`config.mk`:
```
export PLATFORM = sky130hd
export DESIGN_NAME = edtg_gate
export DESIGN_NICKNAME = d
export VERILOG_FILES = /design/src/edtg_pkg.sv /design/src/edtg_gate.sv
export VERILOG_INCLUDE_DIRS = /design/src
export SDC_FILE = /design/constraint.sdc
export NUM_CORES = 1
export LEC_CHECK = 0
export BUFFER_PORTS_ARGS = -buffer_cell sky130_fd_sc_hd__clkbuf_2
export CAP_MARGIN = 20
export CELL_PAD_IN_SITES_DETAIL_PLACEMENT = 0
export CELL_PAD_IN_SITES_GLOBAL_PLACEMENT = 1
export CORE_AREA = 5 5 411 413
export CTS_CLUSTER_DIAMETER = 150
export CTS_CLUSTER_SIZE = 25
export DETAILED_ROUTE_END_ITERATION = 10
export DIE_AREA = 0 0 416 418
export HOLD_SLACK_MARGIN = 0.05
export PLACE_DENSITY = 0.6
export REMOVE_ABC_BUFFERS = 1
export SYNTH_ARGS = -nofsm -noshare
export SYNTH_HDL_FRONTEND = slang
export SYNTH_SLANG_ARGS = --single-unit
```
`constraint.sdc`:
```
create_clock -name clk_sys_i -period 2.22 [get_ports clk_sys_i]
set_clock_uncertainty 0.15 [all_clocks]
set_input_delay 0.222 -clock clk_sys_i [delete_from_list [all_inputs] [get_ports clk_sys_i]]
set_output_delay 0.222 -clock clk_sys_i [all_outputs]
set_load 0.1 [all_outputs]
```
`src/edtg_defines.svh`:
```
// Constants of the enclave debug and trace gating block.
// Assumes inclusion by the package, the design module and the assertion module.
`ifndef EDTG_DEFINES_SVH
`define EDTG_DEFINES_SVH

// =====================================================================
// Register offsets
`define EDTG_OFF_CTRL 12'h000
`define EDTG_OFF_FILTER 12'h004
`define EDTG_OFF_DBG_STATUS 12'h008
`define EDTG_OFF_STATE 12'h00C
`define EDTG_OFF_LBR_COUNT 12'h010

// =====================================================================
// Field positions and reset values
`define EDTG_CTRL_BTF_BIT 0
`define EDTG_CTRL_LBR_BIT 1
`define EDTG_FILTER_FAR_BIT 8
`define EDTG_CTRL_RST 2'h0
`define EDTG_FILTER_RST 1'h0
`define EDTG_DSTAT_RST 4'h0
`define EDTG_NUM_BP 4

// =====================================================================
// Opcodes, vectors and event encodings
`define EDTG_OP_DEBUG_TRAP 8'hF1
`define EDTG_OP_BREAKPOINT 8'hCC
`define EDTG_VEC_DEBUG 8'h01
`define EDTG_VEC_BREAKPOINT 8'h03
`define EDTG_VEC_INVALID_OP 8'h06
`define EDTG_EVT_HW_EXC 3'h3
`define EDTG_INSTR_LEN_ZERO 4'h0
`define EDTG_PRED_BIT 63
`define EDTG_TXN_NONE 2'h0

`endif

```
`src/edtg_pkg.sv`:
```
// Types shared by the enclave debug and trace gating block.
// Assumes the constants header sits in the same folder.
`include "edtg_defines.svh"

package edtg_pkg;

  // ===================================================================
  // Kind of the memory access reported with a data breakpoint match
  typedef enum logic [2:0] {
    EDTG_ACC_NORMAL = 3'b000,
    EDTG_ACC_IMPLICIT = 3'b001,
    EDTG_ACC_PRIV_LEAF = 3'b010,
    EDTG_ACC_ENTER_RESUME = 3'b011,
    EDTG_ACC_KEY_REPORT = 3'b100,
    EDTG_ACC_OTHER_LEAF = 3'b101
  } edtg_acc_t;

  // ===================================================================
  // Complete state of the block
  typedef struct packed {
    logic in_encl;
    logic optin;
    logic lbr_at_entry;
    logic [63:0] entry_ip;
    logic [1:0] ctrl;
    logic filt_far;
    logic [3:0] dstat;
    logic [15:0] lbr_count;
    logic [3:0] ibp_fire;
    logic [3:0] dbp_fire;
    logic step_exc;
    logic exc_valid;
    logic [7:0] exc_vec;
    logic exc_skip_dpl;
    logic [63:0] exc_ssa_ip;
    logic [63:0] exc_stack_ip;
    logic vmx_valid;
    logic [2:0] vmx_type;
    logic [3:0] vmx_len;
    logic rf_valid;
    logic rf_saved;
    logic lbr_push;
    logic [63:0] lbr_src;
    logic [63:0] lbr_tgt;
    logic pend_push;
    logic [63:0] pend_tgt;
    logic [63:0] pend_src;
    logic [31:0] prdata;
  } edtg_state_t;

endpackage

```
`src/edtg_gate.sv`:
```
// Enclave debug and branch trace gating for one logical processor.
// Assumes core event pulses on clk_sys_i and an APB master on the same clock.
`timescale 1ns/10ps
`include "edtg_defines.svh"

// Operation
// - Flag 0 means opt-out, 1 opt-in.
// - Opt-out: suppress instruction breakpoints inside.
// - Opt-out: no data breakpoints inside range.
// - Opt-in: breakpoints evaluated without suppression.
// - Suppressed matches unrecorded; old status kept.
// - Trap-caused exit: record landing address matches.
// - Async exit saves pushed resume flag, clears synthetic.
// - Implicit, privileged, enter/resume protected accesses silent.
// - Key/report opt-in and unprotected operands fire.
// - Trap opcodes fault; opt-out gives invalid opcode.
// - Opt-in: debug/breakpoint exception, breakpoint skips privilege check.
// - Save trap address; stack gets landing address.
// - VM exit: hardware exception type 3, length zero.
// - Branch stepping: opt-in enter, synchronous exit.
// - Opt-in enter/resume/exit push own records.
// - Opt-in async exit pushes saved to landing.
// - Opt-in pushes records for inside branches.
// - Opt-out suppresses recording until leaving.
// - Opt-out exit pushes entry-to-destination record.
// - Opt-out async exit pushes two ordered records.
// - Enclave records predicted and non-transactional.
// - Enclave transitions are far branches, filterable.
module edtg_gate
  import edtg_pkg::*;
#(
  parameter int NUM_BP = `EDTG_NUM_BP
) (
  input wire logic clk_sys_i,
  input wire logic rstn_i,
  input wire logic ce_i,
  input wire logic psel_i,
  input wire logic penable_i,
  input wire logic pwrite_i,
  input wire logic [11:0] paddr_i,
  input wire logic [31:0] pwdata_i,
  output logic [31:0] prdata_o,
  output logic pready_o,
  output logic pslverr_o,
  input wire logic enter_i,
  input wire logic resume_i,
  input wire logic debug_optin_flag_i,
  input wire logic exit_i,
  input wire logic [63:0] instr_ip_i,
  input wire logic [63:0] dest_ip_i,
  input wire logic aex_i,
  input wire logic aex_trap_cause_i,
  input wire logic aex_event_push_i,
  input wire logic [63:0] aex_event_tgt_i,
  input wire logic [63:0] saved_instr_pointer_i,
  input wire logic [63:0] landing_addr_i,
  input wire logic pushed_resume_flag_i,
  input wire logic [NUM_BP-1:0] landing_ibp_match_i,
  input wire logic [63:0] enclave_range_base_i,
  input wire logic [63:0] enclave_range_limit_i,
  input wire logic [NUM_BP-1:0] ibp_match_i,
  input wire logic [NUM_BP-1:0] dbp_match_i,
  input wire logic [63:0] dbp_addr_i,
  input wire edtg_acc_t dbp_acc_kind_i,
  input wire logic dbp_acc_protected_i,
  input wire logic trap_op_valid_i,
  input wire logic [7:0] trap_opcode_i,
  input wire logic trap_vm_exit_i,
  input wire logic branch_i,
  input wire logic branch_mispred_i,
  input wire logic [63:0] branch_src_i,
  input wire logic [63:0] branch_tgt_i,
  output logic in_enclave_o,
  output logic optin_o,
  output logic [NUM_BP-1:0] ibp_fire_o,
  output logic [NUM_BP-1:0] dbp_fire_o,
  output logic step_exc_o,
  output logic exc_valid_o,
  output logic [7:0] exc_vector_o,
  output logic exc_skip_dpl_check_o,
  output logic [63:0] exc_saved_ip_o,
  output logic [63:0] exc_stack_ip_o,
  output logic vmx_valid_o,
  output logic [2:0] vmx_event_type_o,
  output logic [3:0] vmx_instr_len_o,
  output logic rf_valid_o,
  output logic rf_saved_o,
  output logic rf_synth_o,
  output logic lbr_push_o,
  output logic [63:0] lbr_source_o,
  output logic [63:0] lbr_target_o,
  output logic [1:0] lbr_txn_tag_o
);

  // ===================================================================
  // Helper functions
  function automatic logic in_range(input logic [63:0] a, input logic [63:0] b,
                                    input logic [63:0] l);
    in_range = (a >= b) && (a <= l);
  endfunction

  function automatic logic [63:0] pred_src(input logic [63:0] s);
    pred_src = s | (64'h1 << `EDTG_PRED_BIT);
  endfunction

  edtg_state_t state_reg;
  edtg_state_t state_next;

  logic setup_phase;
  logic access_phase;
  logic addr_hit;
  logic out_gated;
  logic rec_on;
  logic far_ok;
  logic [3:0] dbp_allow;
  logic [3:0] dstat_clr;

  // ===================================================================
  // APB decode
  assign setup_phase = psel_i && !penable_i;
  assign access_phase = psel_i && penable_i;

  always_comb begin
    if (paddr_i == `EDTG_OFF_CTRL) begin
      addr_hit = 1'b1;
    end else if (paddr_i == `EDTG_OFF_FILTER) begin
      addr_hit = 1'b1;
    end else if (paddr_i == `EDTG_OFF_DBG_STATUS) begin
      addr_hit = 1'b1;
    end else if (paddr_i == `EDTG_OFF_STATE) begin
      addr_hit = 1'b1;
    end else if (paddr_i == `EDTG_OFF_LBR_COUNT) begin
      addr_hit = 1'b1;
    end else begin
      addr_hit = 1'b0;
    end
  end

  assign pready_o = 1'b1;
  assign pslverr_o = access_phase && !addr_hit;

  // ===================================================================
  // Gating terms
  assign out_gated = state_reg.in_encl && !state_reg.optin;
  assign rec_on = state_reg.ctrl[`EDTG_CTRL_LBR_BIT];
  assign far_ok = !state_reg.filt_far;

  // Data breakpoint permission per access kind.
  always_comb begin
    dbp_allow = 4'h0;
    case (dbp_acc_kind_i)
      EDTG_ACC_IMPLICIT: dbp_allow = 4'h0;
      EDTG_ACC_PRIV_LEAF, EDTG_ACC_ENTER_RESUME: begin
        dbp_allow = dbp_acc_protected_i ? 4'h0 : 4'hF;
      end
      EDTG_ACC_KEY_REPORT, EDTG_ACC_OTHER_LEAF: begin
        if (!dbp_acc_protected_i) begin
          dbp_allow = 4'hF;
        end else if (dbp_acc_kind_i == EDTG_ACC_KEY_REPORT &&
                     state_reg.in_encl && state_reg.optin) begin
          dbp_allow = 4'hF;
        end else begin
          dbp_allow = 4'h0;
        end
      end
      default: begin
        if (out_gated && in_range(dbp_addr_i, enclave_range_base_i,
                                  enclave_range_limit_i)) begin
          dbp_allow = 4'h0;
        end else begin
          dbp_allow = 4'hF;
        end
      end
    endcase
  end

  // ===================================================================
  // Next state
  always_comb begin
    state_next = state_reg;
    dstat_clr = 4'h0;

    state_next.step_exc = 1'b0;
    state_next.exc_valid = 1'b0;
    state_next.vmx_valid = 1'b0;
    state_next.rf_valid = 1'b0;
    state_next.lbr_push = 1'b0;

    state_next.ibp_fire = out_gated ? 4'h0 : ibp_match_i;
    state_next.dbp_fire = dbp_match_i & dbp_allow;

    // Register writes and read data capture.
    if (setup_phase && pwrite_i) begin
      if (paddr_i == `EDTG_OFF_CTRL) begin
        state_next.ctrl = pwdata_i[1:0];
      end else if (paddr_i == `EDTG_OFF_FILTER) begin
        state_next.filt_far = pwdata_i[`EDTG_FILTER_FAR_BIT];
      end else if (paddr_i == `EDTG_OFF_DBG_STATUS) begin
        dstat_clr = pwdata_i[3:0];
      end else if (paddr_i == `EDTG_OFF_LBR_COUNT) begin
        state_next.lbr_count = 16'h0000;
      end
    end

    if (setup_phase && !pwrite_i) begin
      if (paddr_i == `EDTG_OFF_CTRL) begin
        state_next.prdata = {30'h0, state_reg.ctrl};
      end else if (paddr_i == `EDTG_OFF_FILTER) begin
        state_next.prdata = {23'h0, state_reg.filt_far, 8'h00};
      end else if (paddr_i == `EDTG_OFF_DBG_STATUS) begin
        state_next.prdata = {28'h0, state_reg.dstat};
      end else if (paddr_i == `EDTG_OFF_STATE) begin
        state_next.prdata = {29'h0, state_reg.lbr_at_entry, state_reg.optin,
                             state_reg.in_encl};
      end else if (paddr_i == `EDTG_OFF_LBR_COUNT) begin
        state_next.prdata = {16'h0, state_reg.lbr_count};
      end else begin
        state_next.prdata = 32'h0000_0000;
      end
    end

    // Debug status: set wins over clear, suppressed matches never land.
    state_next.dstat = (state_reg.dstat & ~dstat_clr) | state_next.ibp_fire |
                       state_next.dbp_fire;

    // Normal branches and the deferred second record of an async exit.
    if (state_reg.pend_push) begin
      state_next.pend_push = 1'b0;
      state_next.lbr_push = 1'b1;
      state_next.lbr_src = pred_src(state_reg.pend_src);
      state_next.lbr_tgt = state_reg.pend_tgt;
    end else if (branch_i && rec_on && !out_gated) begin
      state_next.lbr_push = 1'b1;
      state_next.lbr_src = branch_mispred_i ? branch_src_i : pred_src(branch_src_i);
      state_next.lbr_tgt = branch_tgt_i;
    end

    // Enclave entry.
    if ((enter_i || resume_i) && !state_reg.in_encl) begin
      state_next.in_encl = 1'b1;
      state_next.optin = debug_optin_flag_i;

      state_next.lbr_at_entry = rec_on;
      state_next.entry_ip = instr_ip_i;
      if (debug_optin_flag_i && enter_i && state_reg.ctrl[`EDTG_CTRL_BTF_BIT]) begin
        state_next.step_exc = 1'b1;
      end

      if (debug_optin_flag_i && rec_on && far_ok) begin
        state_next.lbr_push = 1'b1;
        state_next.lbr_src = pred_src(instr_ip_i);
        state_next.lbr_tgt = dest_ip_i;
      end
    end

    // Synchronous exit.
    if (exit_i && state_reg.in_encl) begin
      state_next.in_encl = 1'b0;
      state_next.optin = 1'b0;

      if (state_reg.ctrl[`EDTG_CTRL_BTF_BIT]) begin
        state_next.step_exc = 1'b1;
      end

      if (state_reg.optin && rec_on && far_ok) begin
        state_next.lbr_push = 1'b1;
        state_next.lbr_src = pred_src(instr_ip_i);
        state_next.lbr_tgt = dest_ip_i;
      end else if (!state_reg.optin && state_reg.lbr_at_entry && far_ok) begin
        state_next.lbr_push = 1'b1;
        state_next.lbr_src = pred_src(state_reg.entry_ip);
        state_next.lbr_tgt = dest_ip_i;
      end
    end

    // Asynchronous exit.
    if (aex_i && state_reg.in_encl) begin
      state_next.in_encl = 1'b0;
      state_next.optin = 1'b0;

      state_next.rf_valid = 1'b1;
      state_next.rf_saved = pushed_resume_flag_i;

      if (aex_trap_cause_i) begin
        state_next.dstat = state_next.dstat | landing_ibp_match_i;
      end
      if (state_reg.optin && rec_on && far_ok) begin
        state_next.lbr_push = 1'b1;
        state_next.lbr_src = pred_src(saved_instr_pointer_i);
        state_next.lbr_tgt = landing_addr_i;
      end else if (!state_reg.optin && state_reg.lbr_at_entry) begin
        if (far_ok) begin
          state_next.lbr_push = 1'b1;
          state_next.lbr_src = pred_src(state_reg.entry_ip);
          state_next.lbr_tgt = landing_addr_i;
        end

        state_next.pend_push = aex_event_push_i;
        state_next.pend_src = landing_addr_i;
        state_next.pend_tgt = aex_event_tgt_i;
      end
    end

    // Trap opcodes inside the enclave.
    if (trap_op_valid_i && state_reg.in_encl &&
        (trap_opcode_i == `EDTG_OP_DEBUG_TRAP ||
         trap_opcode_i == `EDTG_OP_BREAKPOINT)) begin
      state_next.exc_valid = 1'b1;
      state_next.exc_skip_dpl = 1'b0;

      if (!state_reg.optin) begin
        state_next.exc_vec = `EDTG_VEC_INVALID_OP;
      end else if (trap_opcode_i == `EDTG_OP_DEBUG_TRAP) begin
        state_next.exc_vec = `EDTG_VEC_DEBUG;
      end else begin
        state_next.exc_vec = `EDTG_VEC_BREAKPOINT;
        state_next.exc_skip_dpl = 1'b1;
      end

      state_next.exc_ssa_ip = instr_ip_i;
      state_next.exc_stack_ip = landing_addr_i;

      if (trap_vm_exit_i) begin
        state_next.vmx_valid = 1'b1;
        state_next.vmx_type = `EDTG_EVT_HW_EXC;
        state_next.vmx_len = `EDTG_INSTR_LEN_ZERO;
      end
    end


    if (state_next.lbr_push) begin
      state_next.lbr_count = state_reg.lbr_count + 16'h0001;
    end
  end

  // ===================================================================
  // State register
  always_ff @(posedge clk_sys_i or negedge rstn_i) begin
    if (!rstn_i) begin
      state_reg <= '0;
    end else if (ce_i) begin
      state_reg <= state_next;
    end
  end

  // ===================================================================
  // Outputs
  assign prdata_o = state_reg.prdata;
  assign in_enclave_o = state_reg.in_encl;
  assign optin_o = state_reg.optin;
  assign ibp_fire_o = state_reg.ibp_fire;
  assign dbp_fire_o = state_reg.dbp_fire;
  assign step_exc_o = state_reg.step_exc;
  assign exc_valid_o = state_reg.exc_valid;
  assign exc_vector_o = state_reg.exc_vec;
  assign exc_skip_dpl_check_o = state_reg.exc_skip_dpl;
  assign exc_saved_ip_o = state_reg.exc_ssa_ip;
  assign exc_stack_ip_o = state_reg.exc_stack_ip;
  assign vmx_valid_o = state_reg.vmx_valid;
  assign vmx_event_type_o = state_reg.vmx_type;
  assign vmx_instr_len_o = state_reg.vmx_len;
  assign rf_valid_o = state_reg.rf_valid;
  assign rf_saved_o = state_reg.rf_saved;
  assign rf_synth_o = 1'b0;
  assign lbr_push_o = state_reg.lbr_push;
  assign lbr_source_o = state_reg.lbr_src;
  assign lbr_target_o = state_reg.lbr_tgt;
  assign lbr_txn_tag_o = `EDTG_TXN_NONE;

endmodule // edtg_gate

```
Yosys cells after proc, flatten, opt, wreduce, memory -nomap -nowiden
Cells that the tools add are included.
- bits of input ports: 726
- output and inout port bits: 325
- bits in registers: 531
- logic and storage cells: 156
- eq/ne operators: 14
- order comparisons: 2
- reduce and logical (&&, ||, !) cells: 50
- mux-type cells: 54
- bitwise logic cells: 8
- add/subtract/negate cells: 1
- operators with widths (kind ; count):
    129-bit 2-to-1 mux ; 10
    260-bit 2-to-1 mux ; 1
    258-bit 2-to-1 mux ; 1
    16-bit 2-to-1 mux ; 11
    146-bit 2-to-1 mux ; 1
    67-bit 2-to-1 mux ; 1
    64-bit >= comparator ; 1
    64-bit <= comparator ; 1
    64-bit 2-to-1 mux ; 1
    4-bit 2-to-1 mux ; 11
    1-bit logical AND ; 25
    12-bit by 4-bit equality test with 1-bit output (second input constant) ; 2
    16-bit by 1-bit adder with 16-bit output (second input constant) ; 1
    8-bit equality test (second input constant) ; 2
    8-bit 2-to-1 mux ; 2
    12-bit by 3-bit equality test with 1-bit output (second input constant) ; 1
    12-bit by 5-bit equality test with 1-bit output (second input constant) ; 1
    12-bit zero test ; 1
    4-bit OR ; 3
    4-bit one-hot mux with 3 select lines ; 1
    1-bit 2-to-1 mux ; 11
    2-bit AND reduction ; 5
    4-bit AND ; 2
    4-bit AND reduction ; 2
    other kinds (14) ; 31

Logic depth before layout (Yosys ltp)
- depth in word-level cells: 17
- mapped depth: 12
- depth with buffers taken out: 10

Worst setup path after synthesis
OpenSTA, ideal clock, no wires.
- path type: input to output
- start: input port paddr_i[2]
- end: output port pslverr_o
- cell stages on the path: 4
- data arrival time: 2.930 ns
- data required time: 1.848 ns
- setup slack: -1.082 ns
- path buffers: 1
- cells stage by stage: clkbuf_1 nor2_1 and3_4 nor3_1
- longest elaborated chain between the ends: 8
- elaborated cells on any way between the ends: 12
- classes of those cells: eq/ne (4); mux (5); reduce/logical (3)
- RTL lines (item ; RTL line ; source):
    start, declared ; edtg_gate.sv:40 ; input wire logic [11:0] paddr_i,
    12-bit by 5-bit equality test with 1-bit output (no source line) ; n/a ;
    1-bit 2-to-1 mux ; edtg_gate.sv:132 ; end else if (paddr_i == `EDTG_OFF_LBR_COUNT) begin
    1-bit 2-to-1 mux ; edtg_gate.sv:130 ; end else if (paddr_i == `EDTG_OFF_STATE) begin
    1-bit 2-to-1 mux ; edtg_gate.sv:128 ; end else if (paddr_i == `EDTG_OFF_DBG_STATUS) begin
    1-bit 2-to-1 mux ; edtg_gate.sv:126 ; end else if (paddr_i == `EDTG_OFF_FILTER) begin
    1-bit 2-to-1 mux * ; edtg_gate.sv:124 ; if (paddr_i == `EDTG_OFF_CTRL) begin
    1-bit zero test * ; edtg_gate.sv:140 ; assign pslverr_o = access_phase && !addr_hit;
    1-bit logical AND * ; edtg_gate.sv:140 ;
    end, declared ; edtg_gate.sv:44 ; output logic pslverr_o,
Every way passes the cells marked *; elsewhere a longest branch is shown, timed or not.

Worst setup path after layout
- start: register state_reg (netlist bit optin_o)
- end: register state_reg[453] in the netlist's numbering
- longest elaborated chain between the ends: 17
- elaborated cells on any way between the ends: 26
- classes of those cells: eq/ne (3); mux (12); reduce/logical (11)
- RTL lines (item ; RTL line ; source):
    start, declared ; edtg_gate.sv:106 ; edtg_state_t state_reg;
    start signal, assigned ; edtg_gate.sv:342 ; state_reg <= state_next;
    1-bit zero test ; n/a ;
    1-bit logical AND ; edtg_gate.sv:144 ; assign out_gated = state_reg.in_encl && !state_reg.optin;
    1-bit zero test ; edtg_gate.sv:232 ; end else if (branch_i && rec_on && !out_gated) begin
    1-bit logical AND ; edtg_gate.sv:232 ;
    129-bit 2-to-1 mux ; edtg_gate.sv:232 ;
    129-bit 2-to-1 mux ; edtg_gate.sv:227 ; if (state_reg.pend_push) begin
    129-bit 2-to-1 mux ; edtg_gate.sv:249 ; if (debug_optin_flag_i && rec_on && far_ok) begin
    129-bit 2-to-1 mux ; edtg_gate.sv:239 ; if ((enter_i || resume_i) && !state_reg.in_encl) begin
    129-bit 2-to-1 mux ; edtg_gate.sv:269 ; end else if (!state_reg.optin && state_reg.lbr_at_entry && far_ok) begin
    129-bit 2-to-1 mux ; edtg_gate.sv:265 ; if (state_reg.optin && rec_on && far_ok) begin
    129-bit 2-to-1 mux ; edtg_gate.sv:257 ; if (exit_i && state_reg.in_encl) begin
    129-bit 2-to-1 mux ; edtg_gate.sv:292 ; if (far_ok) begin
    258-bit 2-to-1 mux ; edtg_gate.sv:291 ; end else if (!state_reg.optin && state_reg.lbr_at_entry) begin
    129-bit 2-to-1 mux ; edtg_gate.sv:287 ; if (state_reg.optin && rec_on && far_ok) begin
    260-bit 2-to-1 mux * ; edtg_gate.sv:277 ; if (aex_i && state_reg.in_encl) begin
    2-bit inequality test (no source line) / 2-bit nonzero test (equally long branches) ; n/a ;
    6-bit AND reduction (no source line) ; n/a ;
Marked as above.
A chain may end at the register's enable or synchronous reset.

==> run metrics <==
final hold vios=0; first-pass GRT wire length=228000 um; vias per inst=4.43; DP Wirelength=128000 um; RR Endpoint=state_reg[453]; CP arrival=2940 ps; pwr dens=749 nW/um^2; initial antenna violation count=43; critical path, cell by cell=nand2b_4 > and3_4 > buf_12 > or4_4 > a22o_4 > buf_4 > nand4_4 > or3_1 > a21oi_1; Die Y=418 um; number of global-route vias before repair=30500; Post-Syn Area=31600 um^2; Site Rows=149; delay-heaviest family, CP=simple AND/OR/NAND/NOR gates; Die W=416 um; routed wire length=169000 um; Final nets=5437; Critical Path Slowest Stage Cell=or4_4; core area=164000 um^2; gpl congestion=0.893; drt first pass iters=5; Post-synth top flop=dfrtp_1; Area growth, synth to finish=50.2%; Die ar.=174000 um^2; I/O pins=1051; Clock Sinks=508; Largest register FFs=214; final setup margin=-330 ps; status=finished, violations left; Critical Path Start Type=register; Peak VDD IR=0.000794 V; hold endpoint=state_reg[466]; Post-synth ARST share=1.00; minimum clock period=2550 ps; register bit total from synthesis=508; vias post-DR=30100; dpl ws=-931 ps; routed length per instance=24.9 um; yosys warns=0; Hold Path Class=in2reg; DRT antenna net count=0; CTS H-tree lvls=1; Pwr Total=35.6 mW; Post-synth EDFFs=0; Seq/Total Area, Yosys=0.402; WP depth=9; leading area contributor after synthesis=dfrtp_1; failing checks=setup timing; initial drt markers=2217; Pleak=21.6 nW; top routing layer used=met5; fmax=392 MHz; library cells used by synthesis=66; # port buffers=992; Mapped Avg Cell Area=9.88 um^2; Initial Util=0.192; Root Buffer Master=clkbuf_16; clk buf depth=3; crit path buf inv count=2; setup slack, reg-to-reg=-330 ps; CTS Buf Count=27; met3 WL=9670 um; RSZ-0062 raised after global routing=true; Worst Path Required=2610 ps; Clock Latency Late Sink=650 ps; largest net degree at the start of global routing=84; Slew headroom=0.463; hold path depth=6; clk slew on worst S/H paths=120 ps; GRT overflow=0; Final Max Tran Viols=0; met1 wire length=72400 um; TritonCTS clock tree=done; Yosys top cell area share=0.402; Tcrit/Tclk final=1.15; met2 wire length=83400 um; RR Startpoint=optin_o; drc violations=0; R2R depth=9; crit-path max FO=6; Synth area leaders=dfrtp_1, mux2_2, mux2i_1; Mapped Cells=3204; Worst Setup End Kind=register; hold_ws=79.7 ps; maxcap violations=0; layout cell share with drive strength beyond 1=0.424; max incr delay on CP=580 ps; # setup viols final=264; hold path start=paddr_i[2]; final core utilization=0.289; Worst-Margin Slew=809 ps; GRT Overall Usage=0.178; # fillers=17300; WS Path Type=reg2reg
placed cells by master, fill, tap and decap left out, drive strengths merged, types with 14 or more instances in the layout:
cell type	count
nand2	257
ha	129
nor2	174
a21oi	177
o22ai	68
a211oi	14
o21ai	240
mux2i	260
a22oi	126
nor3	16
mux2	389
dlygate4sd3	417
clkbuf	1024
conb	30
nand3	34
nand4	31
dfrtp	508
buf	414
inv	159
worst max-delay path by stage:
stage / startpoint / endpoint
3_3_place_gp: enclave_range_base_i[43] / state_reg[465]
2_1_floorplan: in_enclave_o / exc_saved_ip_o[0]
6_report: optin_o / state_reg[453]
3_5_place_dp: enclave_range_base_i[51] / state_reg[465]
5_1_grt: optin_o / state_reg[457]
4_1_cts: optin_o / state_reg[457]
metrics by stage:
step           area, um^2  cells  setup TNS (ps)
6_report            47500   6790          -31500
5_1_grt             47500   6783          -54130
4_1_cts             45800   6729          -34660
3_5_place_dp        39600   6235          -57680
3_3_place_gp        39600   6235          -60010
2_1_floorplan       28600   2720        -3194130
layout make-up:
type / instances / area, um^2 / share of cell area
tap: 2189 / 2740 / 0.0576
clock buffer: 28 / 689 / 0.0145
multi-input combinational: 2060 / 16400 / 0.345
antenna: 13 / 32.5 / 0.000684
timing repair buffer: 1831 / 14200 / 0.300
sequential: 508 / 12700 / 0.268
clock inverter: 7 / 138 / 0.00290
inverter: 154 / 578 / 0.0122
timing repair:
action,CTS,global route
gates resized for setup,205,322
setup endpoints to repair,274,297
gates cloned,10,14
pin swaps,73,98
buffers inserted,29,37
endpoints found under the hold margin,1012,0
hold buffers,422,0
worst reg2reg max path, cell delays in order (launching register included):
cell	delay [ps]
dfrtp_1	440
nand2b_4	160
and3_4	210
buf_12	150
or4_4	580
a22o_4	300
buf_4	160
nand4_4	120
or3_1	120
a21oi_1	50
power breakdown:
part	total, mW	internal [mW]	switching, mW	leakage [nW]
sequential	12.3	10.8	1.48	6.46
clock	6.17	2.45	3.71	0.404
combinational	17.1	4.86	12.3	14.8
layer usage:
layer | global-route usage | up-vias
met5 | 0 | -
met4 | 0.0336 | 12
met3 | 0.0303 | 186
met2 | 0.313 | 1061
met1 | 0.231 | 15000
li1 | - | 13800
synth_stat cells, types with 32 or more instances:
master	instances
a21oi_1	177
a22oi_1	126
buf_2	34
buf_4	316
clkbuf_1	147
dfrtp_1	508
ha_1	129
inv_1	154
mux2_2	389
mux2i_1	260
nand2_1	257
nand3_1	32
nor2_1	174
o21ai_0	240
o22ai_1	68
cells by family after synthesis:
family,count (synthesis),share of synthesized area
AO/OA/AOI/OAI,680,0.128
buffers and inverters,666,0.118
multiplexers,649,0.221
AND/OR/NAND/NOR,563,0.0786
flip-flops,508,0.402
adder cells (fa/ha/maj),129,0.0510
XOR/XNOR,7,0.00194
other,2,0.000237
Note: power is estimated with default switching activity, not from simulation.
